--- config.mk ---
export PLATFORM = sky130hd
export DESIGN_NAME = bba_alu
export DESIGN_NICKNAME = d
export VERILOG_FILES = /design/src/verilog/bba_pkg.sv /design/src/verilog/bba_regfile.sv /design/src/verilog/bba_alu.sv
export SDC_FILE = /design/constraint.sdc
export NUM_CORES = 1
export LEC_CHECK = 0
export BUFFER_PORTS_ARGS = -buffer_cell sky130_fd_sc_hd__buf_4
export CAP_MARGIN = 30
export CORE_AREA = 2 2 257 323
export CTS_BUF_LIST = sky130_fd_sc_hd__clkbuf_4
export DETAILED_ROUTE_END_ITERATION = 6
export DIE_AREA = 0 0 259 325
export PLACE_DENSITY = 0.72
export SYNTH_ARGS = -nofsm -noshare
export SYNTH_HDL_FRONTEND = slang
export SYNTH_SLANG_ARGS = --single-unit
--- constraint.sdc ---
create_clock -name clk -period 3.5 [get_ports clk]
set_clock_uncertainty 0.15 [all_clocks]
set_input_delay 0.175 -clock clk [delete_from_list [all_inputs] [get_ports clk]]
set_output_delay 0.175 -clock clk [all_outputs]
set_load 0.005 [all_outputs]
--- src/verilog/bba_pkg.sv ---
package bba_pkg;

   localparam int BBA_DATA_W = 8;
   localparam int BBA_ADDR_W = 7;
   localparam int BBA_DEPTH = 128;
   localparam int BBA_NIBBLE_MSB = 3;
   localparam logic [7:0] BBA_ACC_RESET = 8'h00;
   localparam logic BBA_FLAG_RESET = 1'b0;
   localparam logic BBA_DEST_ACC = 1'b0;
   localparam logic BBA_DEST_REG = 1'b1;
   localparam logic [7:0] BBA_ONE_HOT_BASE = 8'h01;

   typedef enum logic [3:0] {
      BBA_OP_NONE,
      BBA_OP_ADD_IMM,
      BBA_OP_ADD_REG,
      BBA_OP_AND_IMM,
      BBA_OP_AND_REG,
      BBA_OP_BIT_CLR,
      BBA_OP_BIT_SET,
      BBA_OP_SKIP_ZERO,
      BBA_OP_SKIP_ONE
   } bba_op_t;

   typedef struct packed {
      bba_op_t op;
      logic [6:0] addr;
      logic [2:0] bit_idx;
      logic [7:0] imm;
      logic dest;
   } bba_instr_t;

   typedef struct packed {
      logic carry;
      logic nibble_carry_flag;
      logic zero;
   } bba_flags_t;

endpackage

--- src/verilog/bba_regfile.sv ---
`timescale 1ns/10ps
module bba_regfile (
   input wire logic clk, // Core clock.
   input wire logic rstn, // Synchronous reset, active low.
   input wire logic [6:0] rd_addr, // Read address.
   output logic [7:0] rd_data, // Registered read data.
   input wire logic wr_en, // Write enable.
   input wire logic [6:0] wr_addr, // Write address.
   input wire logic [7:0] wr_data // Write data.
);
   import bba_pkg::*;

   logic [7:0] mem [0:BBA_DEPTH-1];
   logic [7:0] rd_data_reg;
   logic [7:0] rd_data_next;

   // A write landing on the same edge as a read of that address is passed through,
   // so an instruction taken right after a write-back sees the new value.
   always_comb begin
      if (wr_en && (wr_addr == rd_addr)) begin
         rd_data_next = wr_data;
      end else begin
         rd_data_next = mem[rd_addr];
      end
   end

   always_ff @(posedge clk) begin
      if (wr_en) begin
         mem[wr_addr] <= wr_data;
      end
   end

   always_ff @(posedge clk) begin
      if (!rstn) begin
         rd_data_reg <= BBA_ACC_RESET;
      end else begin
         rd_data_reg <= rd_data_next;
      end
   end

   assign rd_data = rd_data_reg;
endmodule

--- src/verilog/bba_alu.sv ---
// Design decisions made here: the strobed register port and the register addresses.
`timescale 1ns/10ps
// Overview of operation
// RULE1: Add immediate to accumulator, store in accumulator, update carry, nibble carry, zero.
// RULE2: Add accumulator and addressed register, update carry, nibble carry, zero.
// RULE3: Destination select 0 writes accumulator, 1 writes addressed register.
// RULE4: Bit clear forces selected bit to zero, others kept, flags untouched.
// RULE5: Bit set forces selected bit to one, others kept, flags untouched.
// RULE6: AND immediate with accumulator into accumulator, update zero only.
// RULE7: AND accumulator with register, routed by destination, update zero only.
// RULE8: Skip if bit zero: discard next instruction, run no-operation, two cycles.
// RULE9: Skip if bit one: discard next instruction, run no-operation, two cycles.
// RULE10: Read-modify-write of a port register uses pin levels as source.
// RULE11: A true conditional test takes two cycles, second acting as no-operation.
// RULE12: Carry from bit 7, nibble carry from bit 3, zero when result is zero.
module bba_alu (
   input wire logic clk, // Core clock, 50 MHz.
   input wire logic rstn, // Synchronous reset, active low.
   input wire bba_pkg::bba_instr_t instr, // Decoded instruction.
   input wire logic instr_valid, // Instruction presented this cycle.
   input wire logic port_sel, // Addressed register is an I/O port.
   input wire logic [7:0] port_pins, // Levels sensed on port pins.
   output logic busy, // Block cannot accept an instruction.
   output logic [7:0] acc, // Accumulator.
   output bba_pkg::bba_flags_t flags, // Status flags.
   output logic skip_next, // Next instruction is discarded.
   output logic done, // Instruction finished, one-cycle pulse.
   output logic reg_wr, // Register write strobe to the file.
   output logic [6:0] reg_wr_addr, // Register write address.
   output logic [7:0] reg_wr_data // Register write data.
);
   import bba_pkg::*;

   typedef enum {ST_IDLE, ST_EXEC, ST_NOP} bba_state_t;

   bba_state_t state_reg, state_next;
   bba_instr_t ins_reg, ins_next;
   logic [7:0] acc_reg, acc_next;
   bba_flags_t flags_reg, flags_next;
   logic skip_reg, skip_next_v;
   logic done_reg, done_next;
   logic wr_reg, wr_next;
   logic [6:0] wr_addr_reg, wr_addr_next;
   logic [7:0] wr_data_reg, wr_data_next;
   logic port_reg, port_next;
   logic [7:0] file_rd;
   logic [7:0] src;
   logic [7:0] operand;
   logic [8:0] sum;
   logic [4:0] low_sum;
   logic [7:0] result;
   logic [7:0] bit_mask;
   logic tested_bit;
   logic busy_reg;
   logic busy_next;

   // The file read address is taken straight from the decoder so data arrive next cycle.
   bba_regfile u_regfile (
      .clk(clk),
      .rstn(rstn),
      .rd_addr(instr.addr),
      .rd_data(file_rd),
      .wr_en(wr_reg),
      .wr_addr(wr_addr_reg),
      .wr_data(wr_data_reg)
   );

   generate
      for (genvar i = 0; i < BBA_DATA_W; i++) begin : g_mask
         assign bit_mask[i] = (ins_reg.bit_idx == 3'(i));
      end
   endgenerate

   always_comb begin
      // Port registers take their source from the sensed pins, not from the file copy.
      src = port_reg ? port_pins : file_rd; // [RULE10]
      operand = (ins_reg.op == BBA_OP_ADD_IMM || ins_reg.op == BBA_OP_AND_IMM) ?
         ins_reg.imm : src;
      sum = {1'b0, acc_reg} + {1'b0, operand};
      low_sum = {1'b0, acc_reg[BBA_NIBBLE_MSB:0]} + {1'b0, operand[BBA_NIBBLE_MSB:0]};
      tested_bit = |(src & bit_mask);
   end

   always_comb begin
      state_next = state_reg;
      ins_next = ins_reg;
      acc_next = acc_reg;
      flags_next = flags_reg;
      skip_next_v = 1'b0;
      done_next = 1'b0;
      wr_next = 1'b0;
      wr_addr_next = wr_addr_reg;
      wr_data_next = wr_data_reg;
      port_next = port_reg;
      result = acc_reg;
      case (state_reg)
         ST_IDLE: begin
            if (instr_valid && instr.op != BBA_OP_NONE) begin
               ins_next = instr;
               port_next = port_sel;
               state_next = ST_EXEC;
            end
         end
         ST_EXEC: begin
            state_next = ST_IDLE;
            done_next = 1'b1;
            case (ins_reg.op)
               BBA_OP_ADD_IMM, BBA_OP_ADD_REG: begin
                  result = sum[7:0]; // [RULE1] [RULE2]
                  flags_next.carry = sum[8]; // [RULE12]
                  flags_next.nibble_carry_flag = low_sum[4]; // [RULE12]
                  flags_next.zero = (sum[7:0] == 8'h00); // [RULE12]
               end
               BBA_OP_AND_IMM, BBA_OP_AND_REG: begin
                  result = acc_reg & operand; // [RULE6] [RULE7]
                  flags_next.zero = ((acc_reg & operand) == 8'h00); // [RULE6] [RULE7]
               end
               BBA_OP_BIT_CLR: begin
                  result = src & ~bit_mask; // [RULE4]
               end
               BBA_OP_BIT_SET: begin
                  result = src | bit_mask; // [RULE5]
               end
               BBA_OP_SKIP_ZERO: begin
                  // A taken skip keeps the block busy for the discarded slot.
                  if (!tested_bit) begin
                     state_next = ST_NOP; // [RULE8] [RULE11]
                     done_next = 1'b0;
                     skip_next_v = 1'b1;
                  end
               end
               BBA_OP_SKIP_ONE: begin
                  if (tested_bit) begin
                     state_next = ST_NOP; // [RULE9] [RULE11]
                     done_next = 1'b0;
                     skip_next_v = 1'b1;
                  end
               end
               default: begin
                  result = acc_reg;
               end
            endcase
            // Immediate forms ignore the destination select.
            case (ins_reg.op)
               BBA_OP_ADD_IMM, BBA_OP_AND_IMM: begin
                  acc_next = result;
               end
               BBA_OP_ADD_REG, BBA_OP_AND_REG: begin
                  if (ins_reg.dest == BBA_DEST_ACC) begin
                     acc_next = result; // [RULE3]
                  end else begin
                     wr_next = 1'b1; // [RULE3]
                     wr_addr_next = ins_reg.addr;
                     wr_data_next = result;
                  end
               end
               BBA_OP_BIT_CLR, BBA_OP_BIT_SET: begin
                  wr_next = 1'b1;
                  wr_addr_next = ins_reg.addr;
                  wr_data_next = result;
               end
               default: begin
                  wr_next = 1'b0;
               end
            endcase
         end
         ST_NOP: begin
            // The discarded instruction's slot; nothing changes.
            state_next = ST_IDLE; // [RULE11]
            done_next = 1'b1;
         end
         default: begin
            state_next = ST_IDLE;
         end
      endcase
      // Busy follows the state being entered, so it drops on the finishing edge.
      busy_next = (state_next != ST_IDLE);
   end

   always_ff @(posedge clk) begin
      if (!rstn) begin
         state_reg <= ST_IDLE;
         ins_reg <= '0;
         acc_reg <= BBA_ACC_RESET;
         flags_reg <= '{BBA_FLAG_RESET, BBA_FLAG_RESET, BBA_FLAG_RESET};
         skip_reg <= 1'b0;
         done_reg <= 1'b0;
         wr_reg <= 1'b0;
         wr_addr_reg <= '0;
         wr_data_reg <= '0;
         port_reg <= 1'b0;
      end else begin
         state_reg <= state_next;
         ins_reg <= ins_next;
         acc_reg <= acc_next;
         flags_reg <= flags_next;
         skip_reg <= skip_next_v;
         done_reg <= done_next;
         wr_reg <= wr_next;
         wr_addr_reg <= wr_addr_next;
         wr_data_reg <= wr_data_next;
         port_reg <= port_next;
      end
   end

   always_ff @(posedge clk) begin
      if (!rstn) begin
         busy_reg <= 1'b0;
      end else begin
         busy_reg <= busy_next;
      end
   end

   assign busy = busy_reg;
   assign acc = acc_reg;
   assign flags = flags_reg;
   assign skip_next = skip_reg;
   assign done = done_reg;
   assign reg_wr = wr_reg;
   assign reg_wr_addr = wr_addr_reg;
   assign reg_wr_data = wr_data_reg;
endmodule

==> results by group, run 1 <==
Status
  • Outcome: complete, no violations

Worst setup path
  • R2R cell count: 9
  • Crit-path max FO: 10
  • Worst r2r src: port_reg
  • Most used cell, CP: dlygate4sd3_1
  • Highest-delay cell along the critical path: dlygate4sd3_1
  • Critical Path RT: 4350 ps
  • Reg2reg setup slack: 120 ps
  • R2r endpoint: state_reg[1]
  • CP Class: reg2reg
  • Top delay family on crit path: buffers and inverters
  • Critical-path cell list: buf_6 > mux4_2 > dlygate4sd3_1 > nand3b_1 > o21ai_0 > mux2i_1 > and3_1 > dlygate4sd3_1 > and2_1
  • Crit start category: flop
  • Max stage delay on crit path: ~600 ps
  • Arr. time, crit path: 4230 ps
  • Worst setup EP type: flop
  • WP buf/inv: 3

Drt
  • Avg WL per Cell: about 28 microns
  • Via/cell ratio: 6.20
  • DRC: 0
  • DR iter-0 viols: 3294
  • DR pass1 iterations: 7
  • WL final: 118 mm
  • Post-route ant nets: 0
  • DR vias: 26000

CTS
  • CTS tree: yes
  • Clock Latency Late Sink: about 1100 ps
  • Clock Sinks: 1118
  • Worst-path clk slew: ~70 ps
  • Clock buffer depth: 4
  • H-tree depth: 5
  • Inserted Clock Buffers: 282
  • CTS Root Cell: clkbuf_4

Timing
  • Tcrit/Tclk final: a little over nine tenths
  • Setup TNS: 0 ps
  • Tightest Pin Transition: 1030 ps
  • Final count of pins violating max slew: 0
  • WHS: 109 ps
  • RSZ-0062 raised after global routing: false
  • Final Hold Fails: 0
  • Minimum clock period: 3380 ps
  • Slew HR: 31.3%
  • Peak Freq: between 200 and 300 MHz
  • Setup violators final: 0

Place
  • Placed Area: around 47000 sq um
  • GPL Wtd Cong: 0.907
  • Post-DP HPWL: 75.4 mm
  • Port bufs: 64

Global routing
  • Vias in the first global route: 26600
  • Antenna violations before repair: 6
  • Global-route usage over all layers: 28.2%
  • GR Overflow Total: 0
  • Pin count of the biggest net entering global routing: 87
  • First-pass GRT wire length: 171 mm

Hold path
  • Hold Path Origin: instr[16]
  • Hold crit path type: in2reg
  • Worst hold path depth: 5
  • Hold path endpoint: u_regfile.rd_data[7]

Yosys
  • Syn avg cell area: 18.6 sq um
  • Sequential share of the synthesized area: about 74%
  • YS warnings: 0
  • #FFs+latches synth: approximately 1100
  • Asr flop ratio synth: 0%
  • Synthesized area: 44300 sq um
  • Top post-synthesis cells by area: edfxtp_1 69%, mux4_2 11%, mux2i_1 4.4%
  • Most used DFF post-synth: edfxtp_1
  • Synth top area share: 69.4%
  • Post-synth EDFFs: between 1000 and 1500
  • Number of library cell types mapped by synthesis: 73
  • Cell count after synthesis: between 2000 and 2500
  • Area leader, netlist: edfxtp_1

Final layout
  • Core Util, Final: 63.8%
  • Max FFs per register: 1024
  • Most common cell after layout, fill and taps aside: edfxtp_1
  • Area delta synth->final: 16.6%
  • Cell area after layout: 51700 sq um
  • Layout Nets: 2978
  • Most frequent cells in the layout: 1024 x edfxtp_1, 407 x clkbuf_4, 274 x buf_4
  • Layout cells sized above 1: 30.7%

Floorplanning
  • Die Width: around 260 microns
  • Top Ports: 65
  • Die area: approximately 84000 sq um
  • Core Box Area: 81000 sq um
  • Initial Util: 54.7%
  • Die Ht: 325 microns
  • Cell Rows: 117

Run
  • Maximum capacitance violations: 0

Power
  • Power per cell area: approximately 500 nW/um^2
  • Lkg Pwr: 15.5 nW
  • Peak supply drop: ~250 uV
[repair_timing]
action,4_1_cts,5_1_grt
gates resized for setup,0,1
setup endpoints to repair,0,9
setup buffers,0,2
hold buffers,88,0
endpoints found under the hold margin,64,0
[metal layers]
metal	wire length, microns	share of wire [%]	track usage [%]
met4	6160	5.2	15.1
met2	58400	50	46.0
met1	42300	36	35.1
met5	56	0.047	0
met3	11000	9.3	6.72
[stage by stage]
stage               std cells  total power [W]  setup slack, ps
floorplan                2412           0.0152             17.8
global placement         3626           0.0155              313
detailed placement       3628           0.0155              218
CTS                      4179           0.0260             16.4
global route             4186           0.0267             21.7
finish                   4187           0.0259              118
[cell families (layout without fill, tap and decap cells)]
logic type	Yosys count	after routing	synth area share, %
DFF	1118	1118	73.6
muxes	420	420	15.6
and+or+nand+nor	446	446	4.77
other	1	33	0.00846
AOI/OAI and AO/OA	220	220	3.52
xor gates and xnor gates	13	13	0.257
buffers and inverters	156	857	1.91
adders and majority gates	9	9	0.271
[power breakdown]
group	switching, W	total [W]	internal, W
logic	0.000532	0.000911	0.000378
clock network	0.00496	0.0106	0.00560
registers	0.0000211	0.0144	0.0144
[worst register-to-register path: stages, from the launching register on]
cell and delay [ps]:
dfxtp_1 440, buf_6 210, mux4_2 520, dlygate4sd3_1 590
nand3b_1 90, o21ai_0 110, mux2i_1 250, and3_1 230
dlygate4sd3_1 600, and2_1 140
[synthesized netlist by cell type, types with 9 or more instances]
library cell / count
buf_6: 18
edfxtp_1: 1024
o21ai_0: 29
a22oi_1: 57
inv_1: 13
nand2_1: 61
nor2b_1: 19
clkbuf_1: 54
nand3_1: 55
buf_4: 19
nor4_1: 22
nor2_1: 196
mux4_2: 217
a21oi_1: 40
dfxtp_1: 94
and2_1: 10
buf_2: 45
a221oi_1: 10
xor2_1: 9
a211oi_1: 12
nor3_1: 25
nand2b_1: 10
a22o_1: 10
mux2i_1: 196
[final cells by class]
class | count | area (sq um)
tap | 1071 | 1340
multi-input combinational | 1138 | 11000
fill | 5519 | 29300
clock buffer | 407 | 3060
antenna | 3 | 7.51
inverter | 15 | 56.3
clock inverter | 56 | 322
timing repair buffer | 379 | 3270
sequential | 1118 | 32700
[how the worst max path moves through the flow]
stage / endpoint / slack, ps / startpoint / cells after the start
2_1_floorplan: flags[0] / 20 / ins_reg[21] / 14
3_3_place_gp: u_regfile.rd_data[5] / 310 / instr[12] / 7
3_5_place_dp: u_regfile.rd_data[4] / 220 / instr[12] / 8
4_1_cts: ins_reg[5] / 20 / state_reg[26] / 8
5_1_grt: state_reg[1] / 20 / port_reg / 9
6_report: state_reg[1] / 120 / port_reg / 9
No activity file was read; power rests on OpenSTA's default activity.
==> inputs of run 2 (changes only) <==
--- a/config.mk
+++ b/config.mk
@@ -5,10 +5,9 @@
 export SDC_FILE = /design/constraint.sdc
 export NUM_CORES = 1
 export LEC_CHECK = 0
-export BUFFER_PORTS_ARGS = -buffer_cell sky130_fd_sc_hd__buf_4
+export BUFFER_PORTS_ARGS = -buffer_cell sky130_fd_sc_hd__buf_2
 export CAP_MARGIN = 30
 export CORE_AREA = 2 2 257 323
-export CTS_BUF_LIST = sky130_fd_sc_hd__clkbuf_4
 export DETAILED_ROUTE_END_ITERATION = 6
 export DIE_AREA = 0 0 259 325
 export PLACE_DENSITY = 0.72
==> run 2 against run 1 <==
Compared with the run above:
- core utilization down 1.2 points
- global-route usage decreased by 1.1 points
- combinational power fell by 8.1%
- fmax up 4.5%
- final area fell by 2.0%
- sequential cell count is the same
- non-clock buffer count down 91
- critical path depth decreased by 3
- sequential share of layout area increased by 1.3 points
- count of clock-buffer cells in the layout shrank 277
- wire length down 4.1%
- critical path type unchanged
- largest cell class unchanged
- largest power group unchanged
==> results by group, run 2 (same netlist as run 1, synthesis figures left out) <==
Power
  • Combinational share of power: 3.2%
  • Switching Fraction: 20.4%
  • Int Pwr: 0.0210 W
  • Power per cell area: around 520 nW/um^2
  • Lkg Pwr: ~15 nW
  • Peak supply drop: around 410 uV
  • Seq pwr share: 54.5%
  • Sw power: 0.00538 W
  • Clock power share: 42.3%

Timing
  • Peak Freq: between 300 and 400 MHz
  • Final count of pins violating max slew: 0
  • Slew HR: 27.6%
  • Tightest Pin Transition: 1090 ps
  • Setup violators final: 0
  • Tcrit/Tclk final: 92.4%
  • PnR worst setup slack: 265 ps
  • Setup TNS: 0 ps
  • Final Hold Fails: 0
  • Minimum clock period: approximately 3200 ps
  • RSZ-0062 raised after global routing: false

Worst setup path
  • Crit start category: flop
  • Worst setup path start: reg_wr_addr[1]
  • CP Class: reg2reg
  • Worst setup EP type: flop
  • Critical Path RT: 3870 ps
  • Arr. time, crit path: around 3600 ps
  • Worst r2r src: reg_wr_addr[1]
  • Crit-path max FO: 14

Final layout
  • Area delta synth->final: 14.3%
  • Cell area after layout: between 50000 and 60000 sq um
  • Max FFs per register: ~1000
  • Multi-input gate area: approximately 11000 sq um
  • Register area: around 33000 sq um
  • # diodes: 0
  • Most common cell after layout, fill and taps aside: edfxtp_1
  • Layout cells sized above 1: 24.1%
  • Most frequent cells in the layout: 1024 x edfxtp_1, 217 x mux4_2, 196 x mux2i_1, 196 x nor2_1, 185 x buf_4
  • # fillers: ~5500
  • Layout Nets: 2709

Floorplanning
  • Die area: around 84000 sq um
  • Die Width: 259 microns
  • Initial Util: 54.7%
  • Top Ports: 65
  • Core Box Area: 81000 sq um
  • Die Ht: 325 microns
  • Cell Rows: 117

Global routing
  • First-pass GRT wire length: 165 mm
  • Antenna violations before repair: 1
  • Vias in the first global route: approximately 25000
  • Global-route usage over all layers: 27.1%
  • Pin count of the biggest net entering global routing: 80
  • GR Overflow Total: 0

Place
  • Port bufs: 64
  • GPL Wtd Cong: 0.957
  • Post-DP HPWL: 74.2 mm
  • Placed Area: 47000 sq um
  • Dpl ws: 86.0 ps

CTS
  • CTS-repair resized insts: 0
  • Clock Latency Late Sink: 690 ps
  • CTS tree: yes
  • CTS Root Cell: clkbuf_16
  • Clock buffer depth: 3
  • Worst-path clk slew: 60 ps
  • H-tree depth: 3
  • Inserted Clock Buffers: 104
  • Clock Sinks: 1118

Drt
  • Avg WL per Cell: 29.6 microns
  • Post-route ant nets: 0
  • DRC: 0
  • Via/cell ratio: 6.35
  • DR iter-0 viols: 3170
  • DR pass1 iterations: 5
  • WL final: approximately 110 mm
  • DR vias: 24300

Status
  • Outcome: complete, no violations

Run
  • Maximum capacitance violations: 0

Hold path
  • Hold Path Origin: instr[17]
  • Hold crit path type: in2reg
-- run 2: routing by layer --
metal | vias up | global-route usage, % | share of wire, %
met2 | 1373 | 44.8 | 50
met1 | 12500 | 35.1 | 37
met5 | - | 0 | 0
met4 | 0 | 12.7 | 4.9
li1 | 10200 | - | -
met3 | 268 | 4.56 | 8.6
-- run 2: worst paths after layout --
kind,end,slack (ps),depth (start not counted)
worst max-delay path,u_regfile.rd_data[0],260,6
worst min-delay path,ins_reg[17],80,4
worst max register to register,u_regfile.rd_data[0],260,6
worst min register to register,reg_wr_addr[5],350,2
-- run 2: critical path, cell delays in order, from the launching register on --
cell and delay (ps):
dfxtp_1 670, xor2_1 270, nor4_1 100, a21oi_1 840, nand2_1 290, nor4_1 550, nor3_1 190
-- run 2: power groups by stage --
stage	combinational [W]	clock [W]	sequential [W]
floorplan	0.000523	0	0.0147
detailed placement	0.000807	0	0.0147
global route	0.000871	0.0118	0.0144
global placement	0.000800	0	0.0147
finish	0.000837	0.0112	0.0144
CTS	0.000828	0.0113	0.0144
-- run 2: final cells by class --
cell class	count	area share, %
Tap cell	1071	2.65
Sequential cell	1118	64.5
Inverter	15	0.111
Clock inverter	64	1.19
Clock buffer	130	5.47
Multi-Input combinational cell	1138	21.6
Timing Repair Buffer	288	4.49
-- run 2: timing repair --
| action | CTS | global route |
|---|---|---|
| hold buffers | 24 | 0 |
| endpoints found under the hold margin | 49 | 0 |
| setup buffers | 0 | 0 |
-- run 2: per-stage QoR --
stage	utilization, %	hold slack [ps]	power, W	instances
after global routing	62.6	83.0	0.0270	3824
after global placement	58.0	259	0.0155	3602
after floorplan	-	172	0.0152	2412
after CTS	62.5	20.3	0.0265	3822
final	62.6	76.4	0.0264	3824
after detailed placement	58.1	271	0.0155	3604
